===== config.mk =====
export PLATFORM = sky130hd
export DESIGN_NAME = rsv_ring_validator
export DESIGN_NICKNAME = d
export VERILOG_FILES = /design/src/core/rsv_pkg.sv /design/src/core/rsv_event_sync.sv /design/src/core/rsv_ring_validator.sv /design/src/core/rsv_tick_gen.sv
export SDC_FILE = /design/constraint.sdc
export NUM_CORES = 1
export LEC_CHECK = 0
export BUFFER_PORTS_ARGS = -buffer_cell sky130_fd_sc_hd__buf_4
export CAP_MARGIN = 20
export CORE_MARGIN = 1
export CORE_UTILIZATION = 55
export DETAILED_ROUTE_END_ITERATION = 8
export GPL_TIMING_DRIVEN = 0
export PLACE_DENSITY = 0.83
export SLEW_MARGIN = 25
export SYNTH_ARGS = -nofsm -noshare
export SYNTH_HDL_FRONTEND = slang
export SYNTH_HIERARCHICAL = 1
export SYNTH_SLANG_ARGS = --single-unit

===== constraint.sdc =====
create_clock -name clock -period 3.95 [get_ports clock]
set_clock_uncertainty 0.15 [all_clocks]
set_input_delay 0.79 -clock clock [delete_from_list [all_inputs] [get_ports clock]]
set_output_delay 0.79 -clock clock [all_outputs]
set_load 0.01 [all_outputs]

===== src/core/rsv_pkg.sv =====
package rsv_pkg;

    // Clock and time base
    localparam int unsigned CLK_PERIOD_NS = 10;
    localparam int unsigned MS_IN_NS = 1000000;
    localparam int unsigned CYC_PER_MS = MS_IN_NS / CLK_PERIOD_NS;
    localparam int unsigned TIMER_UNIT_MS = 2;
    localparam int unsigned DELAY_STEP_MS = 256;

    // Bus geometry and answers
    localparam int unsigned AXI_ADDR_W = 8;
    localparam logic [1:0] RESP_OKAY = 2'h0;
    localparam logic [1:0] RESP_SLVERR = 2'h2;

    // Register byte offsets
    localparam logic [7:0] OFF_CTRL_A = 8'h00;
    localparam logic [7:0] OFF_CTRL_B = 8'h04;
    localparam logic [7:0] OFF_MAX_COUNT = 8'h08;
    localparam logic [7:0] OFF_STATUS = 8'h0c;

    // Reset values
    localparam logic [7:0] CTRL_A_RST = 8'h88;
    localparam logic [7:0] CTRL_B_RST = 8'h19;
    localparam logic [3:0] MAX_COUNT_RST = 4'h6;

    // Field positions and widths
    localparam int unsigned ENABLE_BIT = 7;
    localparam int unsigned DELAY_LSB = 4;
    localparam int unsigned CONFIRM_LSB = 1;
    localparam int unsigned ASSERT_W = 6;
    localparam int unsigned MAX_COUNT_W = 4;
    localparam int unsigned MS_W = 11;
    localparam int unsigned ST_VALID_BIT = 0;
    localparam int unsigned ST_TOO_LOW_BIT = 1;
    localparam int unsigned ST_TOO_HIGH_BIT = 2;
    localparam int unsigned ST_STATE_LSB = 4;
    localparam int unsigned ST_TIMER_LSB = 8;

    // Confirmation times in ms, indexed by code
    localparam logic [10:0] CONFIRM_MS [8] = '{
        11'h064, 11'h096, 11'h0c8, 11'h100,
        11'h180, 11'h200, 11'h280, 11'h400
    };

    typedef enum logic [1:0] {
        ST_IDLE = 2'b00,
        ST_QUAL = 2'b01,
        ST_DELAY = 2'b10,
        ST_VALID = 2'b11
    } rsv_state_t;

    function automatic logic [10:0] rsv_confirm_ms(input logic [2:0] code);
        rsv_confirm_ms = CONFIRM_MS[code];
    endfunction : rsv_confirm_ms

    function automatic logic [10:0] rsv_delay_ms(input logic [2:0] code);
        rsv_delay_ms = 11'({code, 8'h00}) * 11'(DELAY_STEP_MS / 256);
    endfunction : rsv_delay_ms

endpackage : rsv_pkg


===== src/core/rsv_event_sync.sv =====
`timescale 1ns/1ps
module rsv_event_sync
    import rsv_pkg::*;
(
    input wire logic clock,
    input wire logic arst_n,
    input wire logic event_pin,
    output logic event_pulse
);
    logic [2:0] sync_reg;
    logic [2:0] sync_next;
    logic pulse_reg;
    logic pulse_next;

    // Two stages before use; third stage only feeds the edge detector
    always_comb
    begin
        sync_next = {sync_reg[1:0], event_pin};
        pulse_next = sync_reg[1] & ~sync_reg[2];
    end

    always_ff @(posedge clock or negedge arst_n)
    begin
        if (!arst_n)
        begin
            sync_reg <= 3'h0;
            pulse_reg <= 1'b0;
        end
        else
        begin
            sync_reg <= sync_next;
            pulse_reg <= pulse_next;
        end
    end

    assign event_pulse = pulse_reg;
endmodule : rsv_event_sync


===== src/core/rsv_ring_validator.sv =====
`timescale 1ns/1ps
// Operation
// - Qualification runs only while the enable bit (bit 7, control A) is set.
// - After validation wait 256 ms per delay code step before reporting.
// - Valid only after frequency stays in range for the coded confirm time.
// - Each threshold event reloads the timer, which counts down regularly.
// - Later event after timer expiry means frequency too low; invalidate.
// - Assertion and max count fields count in 2 ms units.
// - Later event with remaining timer above max count means too high.
module rsv_ring_validator
    import rsv_pkg::*;
#(
    parameter int unsigned CYCLES_PER_MS = CYC_PER_MS
)
(
    input wire logic clock,
    input wire logic arst_n,
    input wire logic ring_event_pin,
    output logic ring_valid,
    input wire logic [rsv_pkg::AXI_ADDR_W-1:0] s_axi_awaddr,
    input wire logic s_axi_awvalid,
    output logic s_axi_awready,
    input wire logic [31:0] s_axi_wdata,
    input wire logic [3:0] s_axi_wstrb,
    input wire logic s_axi_wvalid,
    output logic s_axi_wready,
    output logic [1:0] s_axi_bresp,
    output logic s_axi_bvalid,
    input wire logic s_axi_bready,
    input wire logic [rsv_pkg::AXI_ADDR_W-1:0] s_axi_araddr,
    input wire logic s_axi_arvalid,
    output logic s_axi_arready,
    output logic [31:0] s_axi_rdata,
    output logic [1:0] s_axi_rresp,
    output logic s_axi_rvalid,
    input wire logic s_axi_rready
);
    import rsv_pkg::*;

    logic event_pulse;
    logic tick_1ms;
    logic tick_2ms;

    rsv_event_sync u_sync (
        .clock(clock),
        .arst_n(arst_n),
        .event_pin(ring_event_pin),
        .event_pulse(event_pulse)
    );

    rsv_tick_gen #(.CYCLES_PER_MS(CYCLES_PER_MS)) u_tick (
        .clock(clock),
        .arst_n(arst_n),
        .tick_1ms(tick_1ms),
        .tick_2ms(tick_2ms)
    );

    // Map a byte address to a register slot; 4 means unmapped
    function automatic logic [2:0] reg_slot(input logic [7:0] addr);
        unique case (addr)
            OFF_CTRL_A: reg_slot = 3'h0;
            OFF_CTRL_B: reg_slot = 3'h1;
            OFF_MAX_COUNT: reg_slot = 3'h2;
            OFF_STATUS: reg_slot = 3'h3;
            default: reg_slot = 3'h4;
        endcase
    endfunction : reg_slot

    // Bus channel state
    logic aw_full_reg, aw_full_next;
    logic [7:0] aw_addr_reg, aw_addr_next;
    logic w_full_reg, w_full_next;
    logic [31:0] w_data_reg, w_data_next;
    logic [3:0] w_strb_reg, w_strb_next;
    logic awready_reg, awready_next;
    logic wready_reg, wready_next;
    logic bvalid_reg, bvalid_next;
    logic [1:0] bresp_reg, bresp_next;
    logic arready_reg, arready_next;
    logic rvalid_reg, rvalid_next;
    logic [31:0] rdata_reg, rdata_next;
    logic [1:0] rresp_reg, rresp_next;
    logic wr_fire;
    logic [2:0] wr_slot;

    // Registers and qualification state
    logic [7:0] ctrl_a_reg, ctrl_a_next;
    logic [5:0] ctrl_b_reg, ctrl_b_next;
    logic [3:0] max_cnt_reg, max_cnt_next;
    logic too_low_reg, too_low_next;
    logic too_high_reg, too_high_next;
    rsv_state_t state_reg, state_next;
    logic [5:0] timer_reg, timer_next;
    logic [10:0] ms_cnt_reg, ms_cnt_next;
    logic valid_reg, valid_next;

    logic enable;
    logic [2:0] delay_code;
    logic [10:0] confirm_ms;
    logic [10:0] delay_ms;
    logic [10:0] ms_plus;
    logic late_low;
    logic late_high;
    logic restart;
    logic [31:0] status_word;

    assign enable = ctrl_a_reg[ENABLE_BIT];
    assign delay_code = ctrl_a_reg[DELAY_LSB +: 3];
    assign confirm_ms = rsv_confirm_ms(ctrl_a_reg[CONFIRM_LSB +: 3]);
    assign delay_ms = rsv_delay_ms(delay_code);
    assign ms_plus = ms_cnt_reg + 11'h001;
    assign wr_fire = aw_full_reg & w_full_reg & ~bvalid_reg;
    assign wr_slot = reg_slot(aw_addr_reg);
    // Late event judged against the timer before its reload
    assign late_low = event_pulse & (state_reg != ST_IDLE)
        & (timer_reg == 6'h00);
    assign late_high = event_pulse & (state_reg != ST_IDLE)
        & (timer_reg > {2'h0, max_cnt_reg});
    // Only a first or out-of-range event restarts the window
    assign restart = event_pulse & ((state_reg == ST_IDLE) | late_low
        | late_high);
    assign status_word = {16'h0000, 2'h0, timer_reg, 2'h0, state_reg,
        1'b0, too_high_reg, too_low_reg, valid_reg};

    // AXI4-Lite slave; address and data may arrive in either order
    always_comb
    begin
        aw_full_next = aw_full_reg;
        aw_addr_next = aw_addr_reg;
        w_full_next = w_full_reg;
        w_data_next = w_data_reg;
        w_strb_next = w_strb_reg;
        bvalid_next = bvalid_reg;
        bresp_next = bresp_reg;
        rvalid_next = rvalid_reg;
        rdata_next = rdata_reg;
        rresp_next = rresp_reg;
        if (s_axi_awvalid && awready_reg)
        begin
            aw_full_next = 1'b1;
            aw_addr_next = s_axi_awaddr;
        end
        if (s_axi_wvalid && wready_reg)
        begin
            w_full_next = 1'b1;
            w_data_next = s_axi_wdata;
            w_strb_next = s_axi_wstrb;
        end
        if (wr_fire)
        begin
            aw_full_next = 1'b0;
            w_full_next = 1'b0;
            bvalid_next = 1'b1;
            bresp_next = (wr_slot == 3'h4) ? RESP_SLVERR : RESP_OKAY;
        end
        else if (bvalid_reg && s_axi_bready)
        begin
            bvalid_next = 1'b0;
        end
        if (s_axi_arvalid && arready_reg)
        begin
            rvalid_next = 1'b1;
            rresp_next = RESP_OKAY;
            unique case (reg_slot(s_axi_araddr))
                3'h0: rdata_next = {24'h000000, ctrl_a_reg};
                3'h1: rdata_next = {26'h0000000, ctrl_b_reg};
                3'h2: rdata_next = {28'h0000000, max_cnt_reg};
                3'h3: rdata_next = status_word;
                default:
                begin
                    rdata_next = 32'h00000000;
                    rresp_next = RESP_SLVERR;
                end
            endcase
        end
        else if (rvalid_reg && s_axi_rready)
        begin
            rvalid_next = 1'b0;
        end
        // Ready stays low while a channel holds an untaken item
        awready_next = ~aw_full_next & ~bvalid_next;
        wready_next = ~w_full_next & ~bvalid_next;
        arready_next = ~rvalid_next;
    end

    always_ff @(posedge clock or negedge arst_n)
    begin
        if (!arst_n)
        begin
            aw_full_reg <= 1'b0;
            aw_addr_reg <= 8'h00;
            w_full_reg <= 1'b0;
            w_data_reg <= 32'h00000000;
            w_strb_reg <= 4'h0;
            awready_reg <= 1'b0;
            wready_reg <= 1'b0;
            bvalid_reg <= 1'b0;
            bresp_reg <= RESP_OKAY;
            arready_reg <= 1'b0;
            rvalid_reg <= 1'b0;
            rdata_reg <= 32'h00000000;
            rresp_reg <= RESP_OKAY;
        end
        else
        begin
            aw_full_reg <= aw_full_next;
            aw_addr_reg <= aw_addr_next;
            w_full_reg <= w_full_next;
            w_data_reg <= w_data_next;
            w_strb_reg <= w_strb_next;
            awready_reg <= awready_next;
            wready_reg <= wready_next;
            bvalid_reg <= bvalid_next;
            bresp_reg <= bresp_next;
            arready_reg <= arready_next;
            rvalid_reg <= rvalid_next;
            rdata_reg <= rdata_next;
            rresp_reg <= rresp_next;
        end
    end

    // Config writes, sticky flags and the qualification machine
    always_comb
    begin
        ctrl_a_next = ctrl_a_reg;
        ctrl_b_next = ctrl_b_reg;
        max_cnt_next = max_cnt_reg;
        too_low_next = too_low_reg;
        too_high_next = too_high_reg;
        state_next = state_reg;
        timer_next = timer_reg;
        ms_cnt_next = ms_cnt_reg;
        valid_next = valid_reg;
        if (wr_fire && w_strb_reg[0])
        begin
            unique case (wr_slot)
                // Reserved low bit never stored
                3'h0: ctrl_a_next = {w_data_reg[7:1], 1'b0};
                3'h1: ctrl_b_next = w_data_reg[5:0];
                3'h2: max_cnt_next = w_data_reg[3:0];
                3'h3:
                begin
                    // Write one to clear; a new event below still wins
                    too_low_next = too_low_reg & ~w_data_reg[ST_TOO_LOW_BIT];
                    too_high_next = too_high_reg
                        & ~w_data_reg[ST_TOO_HIGH_BIT];
                end
                default:
                begin
                end
            endcase
        end
        if (!enable)
        begin
            state_next = ST_IDLE;
            timer_next = 6'h00;
            ms_cnt_next = 11'h000;
            valid_next = 1'b0;
        end
        else if (restart)
        begin
            // Out-of-range spacing restarts the confirmation window
            timer_next = ctrl_b_reg;
            state_next = ST_QUAL;
            ms_cnt_next = 11'h000;
            valid_next = 1'b0;
            too_low_next = too_low_next | late_low;
            too_high_next = too_high_next
                | (late_high & ~late_low);
        end
        else
        begin
            // In-range event reloads but must not swallow a ms tick
            if (event_pulse)
            begin
                timer_next = ctrl_b_reg;
            end
            else if (tick_2ms && timer_reg != 6'h00)
            begin
                timer_next = timer_reg - 6'h01;
            end
            unique case (state_reg)
                ST_IDLE:
                begin
                end
                ST_QUAL:
                begin
                    // Confirm only counts while spacing is still in range
                    if (tick_1ms && timer_reg != 6'h00)
                    begin
                        ms_cnt_next = ms_plus;
                        if (ms_plus >= confirm_ms)
                        begin
                            ms_cnt_next = 11'h000;
                            state_next = (delay_code == 3'h0) ? ST_VALID
                                : ST_DELAY;
                            valid_next = (delay_code == 3'h0);
                        end
                    end
                end
                ST_DELAY:
                begin
                    if (tick_1ms)
                    begin
                        ms_cnt_next = ms_plus;
                        if (ms_plus >= delay_ms)
                        begin
                            ms_cnt_next = 11'h000;
                            state_next = ST_VALID;
                            valid_next = 1'b1;
                        end
                    end
                end
                ST_VALID:
                begin
                    // Ring over once the timer runs out after reporting
                    if (timer_reg == 6'h00)
                    begin
                        state_next = ST_IDLE;
                        valid_next = 1'b0;
                    end
                end
            endcase
        end
    end

    always_ff @(posedge clock or negedge arst_n)
    begin
        if (!arst_n)
        begin
            ctrl_a_reg <= CTRL_A_RST;
            ctrl_b_reg <= CTRL_B_RST[5:0];
            max_cnt_reg <= MAX_COUNT_RST;
            too_low_reg <= 1'b0;
            too_high_reg <= 1'b0;
            state_reg <= ST_IDLE;
            timer_reg <= 6'h00;
            ms_cnt_reg <= 11'h000;
            valid_reg <= 1'b0;
        end
        else
        begin
            ctrl_a_reg <= ctrl_a_next;
            ctrl_b_reg <= ctrl_b_next;
            max_cnt_reg <= max_cnt_next;
            too_low_reg <= too_low_next;
            too_high_reg <= too_high_next;
            state_reg <= state_next;
            timer_reg <= timer_next;
            ms_cnt_reg <= ms_cnt_next;
            valid_reg <= valid_next;
        end
    end

    assign ring_valid = valid_reg;
    assign s_axi_awready = awready_reg;
    assign s_axi_wready = wready_reg;
    assign s_axi_bvalid = bvalid_reg;
    assign s_axi_bresp = bresp_reg;
    assign s_axi_arready = arready_reg;
    assign s_axi_rvalid = rvalid_reg;
    assign s_axi_rdata = rdata_reg;
    assign s_axi_rresp = rresp_reg;
endmodule : rsv_ring_validator


===== src/core/rsv_tick_gen.sv =====
`timescale 1ns/1ps
module rsv_tick_gen
    import rsv_pkg::*;
#(
    parameter int unsigned CYCLES_PER_MS = CYC_PER_MS
)
(
    input wire logic clock,
    input wire logic arst_n,
    output logic tick_1ms,
    output logic tick_2ms
);
    logic [31:0] div_reg;
    logic [31:0] div_next;
    logic half_reg;
    logic half_next;
    logic t1_reg;
    logic t1_next;
    logic t2_reg;
    logic t2_next;

    // Free-running prescaler; 2 ms tick is every other ms tick
    always_comb
    begin
        div_next = div_reg + 32'h1;
        t1_next = 1'b0;
        t2_next = 1'b0;
        half_next = half_reg;
        if (div_reg >= 32'(CYCLES_PER_MS - 1))
        begin
            div_next = 32'h0;
            t1_next = 1'b1;
            half_next = ~half_reg;
            t2_next = half_reg;
        end
    end

    always_ff @(posedge clock or negedge arst_n)
    begin
        if (!arst_n)
        begin
            div_reg <= 32'h0;
            half_reg <= 1'b0;
            t1_reg <= 1'b0;
            t2_reg <= 1'b0;
        end
        else
        begin
            div_reg <= div_next;
            half_reg <= half_next;
            t1_reg <= t1_next;
            t2_reg <= t2_next;
        end
    end

    assign tick_1ms = t1_reg;
    assign tick_2ms = t2_reg;
endmodule : rsv_tick_gen


Word level (Yosys, flattened, before mapping). Memory sizes are Yosys's and may differ from the RTL's. Cells that the tools add are included. Widths: inputs -> output; s select.

Memories: 1. Register bits after elaboration: 138. Memory bits (read-only): 88. Input bits: 60. Output and inout port bits: 42.

Memories: (name not given) (words 8, bits a word 11, rd ports 1, clocked after memory_dff 0, write ports 0, RTL line rsv_pkg.sv:53) `rsv_confirm_ms = CONFIRM_MS[code];`.

Bitwise operators: 27. Reduce and logical (&&, ||, !) cells: 23. Equal/unequal tests: 24. Multiplexer cells: 55. $lt $le $gt $ge: 5. Add/subtract/negate cells: 3.

Operators by type and width (number): $mux 11 (8); $pmux 14 s4 (1); $add 32x1->32 const B (1); $eq 8x4->1 const B (4); $ge 32x17->1 const B (1); $mux 32 (1); $mux 1 (26); $mux 6 (4); $pmux 3 s4 (2); $ge 11x11->1 (2); $pmux 11 s2 (1); $mux 2 (9); $eq 8x3->1 const B (2); $logic_not 8->1 (2); $ne 4x4->1 const B (4); $and 1x1->1 (12); $eq 3x2->1 const B (4); $add 11x1->11 const B (1); $not 1->1 (10); $logic_not 3->1 (3); $logic_and 1x1->1 (8); $ne 4x1->1 const B (2); $eq 3x1->1 const B (2); $gt 6x4->1 (1); 20 further kinds (26).

Depth between registers and ports, before layout. Gate-level depths: netlist (run 1).

Word-level depth: 10. Mapped depth: 13.

Cells and area by module. The synthesis (run 1) kept the hierarchy.

Modules (own cells, without submodules): rsv_ring_validator (sequential area each 1985.7 µm², cells each 443, times used 1, area an instance 4436.8 µm²); rsv_tick_gen (sequential area each 875.8 µm², cells each 120, times used 1, area an instance 1371.3 µm²); rsv_event_sync (sequential area each 100.1 µm², cells each 5, times used 1, area an instance 113.9 µm²).

Worst setup path before layout (run 1). Ideal clock, no wire load.

Path type: reg2reg. Start: register ms_cnt_reg[0]. End: register ms_cnt_reg[3]. Setup slack: 817 ps. Data required time: 3710 ps. Stages on the path, launching flop included: 14. Library setup time: 90 ps. Arrival time: 2893 ps. Period minus slack after synthesis: 3133 ps. Path through: dfrtp_1 -> ha_1 -> clkbuf_1 -> nand4_1 -> xor2_1 -> inv_1 -> ha_1 -> a21o_1 -> nand2_1 -> a41oi_1 -> or4_1 -> a21oi_2 -> o21ai_1 -> o221ai_1.

Cells in the longest elaborated chain, start to end: 7. Elaborated cells between the ends (all ways): 10. Those cells by class: 1 x add/sub; 2 x order compare; 7 x mux.

RTL lines: from (decl) (RTL line rsv_ring_validator.sv:94) `logic [10:0] ms_cnt_reg, ms_cnt_next;`; from (signal assigned) (RTL line rsv_ring_validator.sv:350) `ms_cnt_reg <= ms_cnt_next;`; $add 11x1->11 (*) (RTL line rsv_ring_validator.sv:111) `assign ms_plus = ms_cnt_reg + 11'h001;`; $ge 11x11->1 (on tied branches) (RTL line rsv_ring_validator.sv:306, rsv_ring_validator.sv:292); $mux 11 (on tied branches) (RTL line rsv_ring_validator.sv:306, rsv_ring_validator.sv:292); $mux 11 (on tied branches) (RTL line rsv_ring_validator.sv:303, rsv_ring_validator.sv:289); $pmux 11 s2 (*) (RTL line rsv_ring_validator.sv:282) `unique case (state_reg)`; $mux 11 (*) (RTL line rsv_ring_validator.sv:260) `else if (restart)`; $mux 11 (*) (RTL line rsv_ring_validator.sv:253) `if (!enable)`.

Every way passes the cells marked *; elsewhere a longest branch is shown, timed or not. The select of a mux whose other input is x is not followed. A chain may end at the register's enable or synchronous reset.

Worst setup path after layout (run 1).
Start: register ms_cnt_reg[0]. End: register ms_cnt_reg[4].

The elaborated chain is that of the path after synthesis.

==> impl_metrics.yaml, run 1 <==
outcome:
  status: "completed"
logic_synthesis:
  postSynth.asyncResetShare: 1.00
  synth_edf_count: 0
  ys_ff_latch: 118
  synth_top_area_frac: 0.469
  yosys_warnings: 6
  yosysMostFrequentCell: "dfrtp_1"
  ys_types: 65
  synth_top_area_cell: "dfrtp_1"
  synth_flop_cell: "dfrtp_1"
  avgSynthCellArea_sq_um: 10.4
  yosys-top-cells-area: "dfrtp_1, mux2_2, ha_1, nand2_1, dfstp_2"
  synthesis.area_sq_mm: 0.00592
  yosys-top-cells-count: "dfrtp_1, nand2_1, nor2_1"
  syn_inst: 568
  yosysSeqAreaShare: 0.500
routing:
  viasPerCell: 5.61
  ant_nets: 0
  drt_iter0_markers: 257
  wl_per_cell_um: 15.6
  firstDrtPassIters: 5
  num_vias: 4606
  routed_wl_um: 12800
  drc_errors: 0
timing:
  fmax_mhz: 276
  tightest_slew_ns: 0.933
  finalCriticalPeriod_ns: 3.62
  rsz0062_at_grt: "false"
  maxSlewHeadroom: 0.376
  hold_viol_final: 0
  slew_viol_final: 0
  setup_viol: 0
  finalCritPeriodShare: 0.916
  final.setup.tns_ns: 0
critical_path:
  critical_path_class: "register to register"
  rr_startpoint: "ms_cnt_reg[0]"
  cp_common_cell: "ha_1"
  crit_slowest_cell: "or4_1"
  startpoint: "ms_cnt_reg[0]"
  path_cells: "ha_1, nand4_1, xor2_1, inv_1, ha_1, a21o_1, nand2_1, a41oi_1, or4_1, a21oi_2, o21ai_1, o221ai_1"
  crit_fanout: 9
  start_kind: "register"
  critPathCaptureType: "register"
  crit_arrival_ns: 3.89
  worst_path_largest_cell_delay_ns: 0.53
  critPathRequiredTime_ns: 4.23
cts:
  cts-root-buf: "clkbuf_8"
  cts_made_buffers: 17
  ctsLongestPathBuffers: 2
  cts_setup_buffers: 0
  worstSkewPairLatency_ns: 0.53
  cts_tree: "built"
  clk_pin_slew_ns: 0.06
  hold_buffers: 0
  cts_max_level: 4
  cts.sinks: 118
placement:
  placedCellCount: 791
  dp_hpwl_um: 9030
  gp_congestion: 0.901
  portBuffers: 54
power:
  peakVddDrop_mv: 0.524
  power.leakage_nw: 3.24
  p_per_area_mw_per_mm2: 491
cells_and_area:
  largest_register_ff_count: 32
  fillCellCount: 761
  seq_area_sq_mm: 0.00296
  area_growth_syn_to_layout_pct: 21.3
  n_antenna_cell: 0
  nets: 757
  multi_input_area_sq_mm: 0.00275
  final_cells: 821
  finalCoreUtilization: 0.693
  final_layout_size_suffix_gt1_frac: 0.238
floorplanning:
  die_y_um: 106
  fp.dieW_um: 106
  initial_core_util: 0.571
  core_area_sq_mm: 0.0104
  fp-row-count: 37
  ioPinCount: 102
  dieArea_sq_mm: 0.0112
global_routing:
  grt_pass1_wl_um: 21500
  grt_usage: 0.249
  grt_start_max_net_pins: 119
  antenna_found_initial: 0
  grt_pass1_vias: 4649
  gr-total-overflow: 0
flow_run:
  drv_cap: 0
min_path:
  hold_path_class: "input pin to async pin"
where the power goes:
group          switching (mW)  total (mW)  internal [mW]
clock                   0.543        1.45          0.907
combinational           0.288       0.561          0.273
sequential              0.143        1.52           1.38
total                   0.974        3.53           2.56
critical path, delay by kind of cell, from the launching register on:
family	cells	cell delay, ns
AOI/OAI and AO/OA	5	1.02
adders and majority gates	2	0.71
buffers and inverters	1	0.09
and+or+nand+nor	3	0.77
DFF	1	0.49
xor gates and xnor gates	1	0.28
final cells by class:
cell class | instances | area share
buffer | 36 | 0.0305
clock inverter | 12 | 0.0181
inverter | 29 | 0.0151
multi-input combinational | 417 | 0.383
tap | 136 | 0.0237
sequential | 118 | 0.412
clock buffer | 19 | 0.0601
timing repair buffer | 54 | 0.0573
logic make-up after synthesis:
logic type,after synthesis,synth area share
simple gates,191,0.161
flops,118,0.500
compound gates,108,0.126
buf+inv,66,0.0560
mux,38,0.0746
fa+ha+maj,25,0.0524
xor+xnor,20,0.0296
other cells,2,0.00127
per-layer routing:
metal	GRT usage	wire length (um)	part of all wire
met4	0.127	397	0.031
met2	0.417	6400	0.50
met1	0.295	5300	0.41
met5	0	0	0
met3	0.0668	721	0.056
what timing repair did:
action / 4_1_cts / 5_1_grt
resized for setup: 0 / 0
endpoints found under the setup margin: 0 / 1
endpoints found under the hold margin: 0 / 0
through the flow:
step | worst slack [ns] | power [mW] | hold WS (ns) | area [sq um]
after floorplan | 0.817 | 1.88 | 0.181 | 6050
after global placement | 0.398 | 2.05 | 0.186 | 6620
after detailed placement | 0.284 | 2.09 | 0.190 | 6630
after CTS | 0.257 | 3.55 | 0.201 | 7190
after global routing | 0.0809 | 3.70 | 0.200 | 7190
final | 0.333 | 3.53 | 0.201 | 7190
worst paths after layout:
check | cells after the start | to | slack [ns]
setup reg to reg | 12 | ms_cnt_reg[4] | 0.33
hold / removal | 1 | ms_cnt_reg[6] | 0.20
max in group asynchronous | 1 | ms_cnt_reg[9] | 2.76
hold reg to reg | 0 | u_sync/sync_reg[1] | 0.20
min in group clock | 0 | u_sync/sync_reg[1] | 0.20
setup / recovery | 12 | ms_cnt_reg[4] | 0.33
layout by cell type (no fill, tap or decap), drive strengths merged, types with 6 or more instances in the layout:
cell type	n
dfrtp	111
buf	80
nand2	61
nor2	38
conb	35
o21ai	35
inv	30
mux2	29
clkbuf	29
ha	24
a21oi	21
nand3	20
a22o	15
nor3	14
xnor2	13
nor4	9
nand4	8
xor2	7
mux2i	7
dfstp	7
nor2b	7
o211ai	7
nand2b	6
or3	6
or2	6
No activity file was read; power rests on OpenSTA's default activity.
==> inputs of run 2 (changes only) <==
ABC_AREA = 1   (was default)
==> run 2 against run 1 <==
  * Sequential share of layout area down 0.68 points
  * Synthesized cell count is 29% higher
  * Global-route usage is 0.98 points higher
  * Highest routed layer unchanged
==> impl_metrics.yaml, run 2 <==
floorplanning:
  ioPinCount: 102
  initial_core_util: 0.575
  dieArea_sq_mm: 0.0114
  core_area_sq_mm: 0.0105
  die_y_um: 107
  fp-row-count: 37
  fp.dieW_um: 107
global_routing:
  grt_start_max_net_pins: 119
  grt_usage: 0.259
  antenna_found_initial: 0
  grt_pass1_wl_um: 22800
  grt_pass1_vias: 4994
  gr-total-overflow: 0
placement:
  dp_hpwl_um: 9220
  place_area_sq_mm: 0.00672
  portBuffers: 54
  placedCellCount: 955
  gp_congestion: 0.886
cells_and_area:
  finalCoreUtilization: 0.698
  final_layout_size_suffix_gt1_frac: 0.163
  fillCellCount: 796
  final_common_cell: "nand2_1"
  nets: 922
  area_growth_syn_to_layout_pct: 21.4
  final_cell_mix: "nand2_1, dfrtp_1, inv_1"
  fin_area_sq_mm: 0.00731
  final_cells: 987
  n_antenna_cell: 0
  largest_register_ff_count: 32
timing:
  hold_viol_final: 0
  finalCritPeriodShare: 0.820
  maxSlewHeadroom: 0.370
  tightest_slew_ns: 0.936
  rsz0062_at_grt: "false"
  finalCriticalPeriod_ns: 3.24
  final.setup.tns_ns: 0
  fmax_mhz: 309
  slew_viol_final: 0
  setup_viol: 0
cts:
  cts_max_level: 4
  clk_pin_slew_ns: 0.06
  cts-root-buf: "clkbuf_8"
  hold_buffers: 0
  cts_resized: 0
  worstSkewPairLatency_ns: 0.52
  cts_setup_buffers: 0
  cts_tree: "built"
  cts.sinks: 118
  cts_made_buffers: 17
  ctsLongestPathBuffers: 2
critical_path:
  critical_path_class: "register to register"
  rr_startpoint: "ms_cnt_reg[0]"
  r2r_slack_ns: 0.71
  critPathRequiredTime_ns: 4.21
  start_kind: "register"
  rr_worst_depth: 20
  crit_arrival_ns: 3.50
  r2r_end: "state_reg[1]"
  startpoint: "ms_cnt_reg[0]"
  crit_fanout: 5
  critPathCaptureType: "register"
  endpoint: "state_reg[1]"
power:
  p_per_area_mw_per_mm2: 558
  peakVddDrop_mv: 0.392
  power.leakage_nw: 3.66
  fin_total_pwr_mw: 4.08
logic_synthesis:
  synth_top_area_frac: 0.461
  yosys-top-cells-area: "dfrtp_1, nand2_1, inv_1, ha_1, nor2_1"
  yosys-top-cells-count: "nand2_1, dfrtp_1, inv_1"
  yosysMostFrequentCell: "nand2_1"
  synth_flop_cell: "dfrtp_1"
  synth_edf_count: 0
  yosys_warnings: 6
  syn_inst: 732
  ys_ff_latch: 118
  ys_types: 44
  synth_top_area_cell: "dfrtp_1"
  postSynth.asyncResetShare: 1.00
  synthesis.area_sq_mm: 0.00602
  avgSynthCellArea_sq_um: 8.23
  yosysSeqAreaShare: 0.492
routing:
  ant_nets: 0
  wl_per_cell_um: 13.7
  drc_errors: 0
  num_vias: 5213
  routed_wl_um: 13500
  firstDrtPassIters: 8
  viasPerCell: 5.28
  drt_iter0_markers: 327
min_path:
  hold_path_class: "input pin to async pin"
outcome:
  status: "completed"
flow_run:
  drv_cap: 0
==> run 2: cell count changes after synthesis, moves of 8 or more <==
cell,previous run,this run
nand3_1,18,53
o21ai_0,28,46
mux2_2,29,0
xnor2_1,13,5
nand2_1,61,200
a22o_1,15,0
inv_1,29,81
a21oi_1,19,6
nor2_1,38,79
==> run 2: routing by layer <==
layer	wire length (um)	up-vias	track usage	share of wire
met5	0	-	0	0
met4	265	0	0.104	0.020
met3	881	23	0.0626	0.065
met2	6530	235	0.423	0.48
met1	5810	2437	0.333	0.43
li1	-	2518	-	-
==> run 2: kinds of logic after synthesis <==
kind of cell	count (synthesis)	synth area share
and+or+nand+nor	377	0.269
DFF	118	0.492
other	2	0.00125
adders and majority gates	24	0.0499
muxes	1	0.00166
AOI/OAI and AO/OA	80	0.0775
buffers and inverters	115	0.0873
xor gates and xnor gates	15	0.0218
==> run 2: power by group <==
group	internal (mW)	leakage [nW]	switching, mW
logic	0.361	1.87	0.646
registers	1.42	1.52	0.151
clock network	0.911	0.277	0.592
==> run 2: cell type report <==
cell class                      count  area, sq um  area share
Timing Repair Buffer               54          412      0.0563
Sequential cell                   118         2960       0.405
Buffer                             32          214      0.0293
Tap cell                          136          170      0.0233
Clock buffer                       17          414      0.0567
Multi-Input combinational cell    532         2660       0.364
Clock inverter                     15          166      0.0228
Inverter                           83          312      0.0426
==> run 2: how the worst min path moves through the flow <==
stage / start / to / slack [ns] / cells past startpoint
2_1_floorplan: u_sync/sync_reg[0] / u_sync/sync_reg[1] / 0.18 / 0
3_3_place_gp: u_sync/sync_reg[0] / u_sync/sync_reg[1] / 0.18 / 0
3_5_place_dp: u_sync/sync_reg[0] / u_sync/sync_reg[1] / 0.19 / 0
4_1_cts: u_sync/sync_reg[0] / u_sync/sync_reg[1] / 0.20 / 0
5_1_grt: ring_event_pin / u_sync/sync_reg[0] / 0.20 / 1
6_report: arst_n / ms_cnt_reg[4] / 0.20 / 1
==> run 2: critical path, cell delays in order, from the launching register on <==
cell and delay (ns):
dfrtp_1 0.43, ha_1 0.24, nand2_1 0.15, inv_1 0.14, nand4_1 0.14, xor2_1 0.31, inv_1 0.10, ha_1 0.30
nand3_1 0.07, nor2_1 0.10, nand2_1 0.05, nor2_1 0.13, nand3_1 0.10, nand2_1 0.08, nand2_1 0.06, nand3_1 0.06
nand2_1 0.05, nor2_1 0.18, nand2_1 0.13, nand2_1 0.08, nand2_1 0.05
==> run 2: metrics by stage <==
| stage | hold slack [ns] | setup slack (ns) |
|---|---|---|
| floorplan | 0.181 | 1.30 |
| global placement | 0.183 | 0.917 |
| detailed placement | 0.189 | 0.820 |
| CTS | 0.199 | 0.801 |
| global route | 0.198 | 0.451 |
| finish | 0.198 | 0.711 |
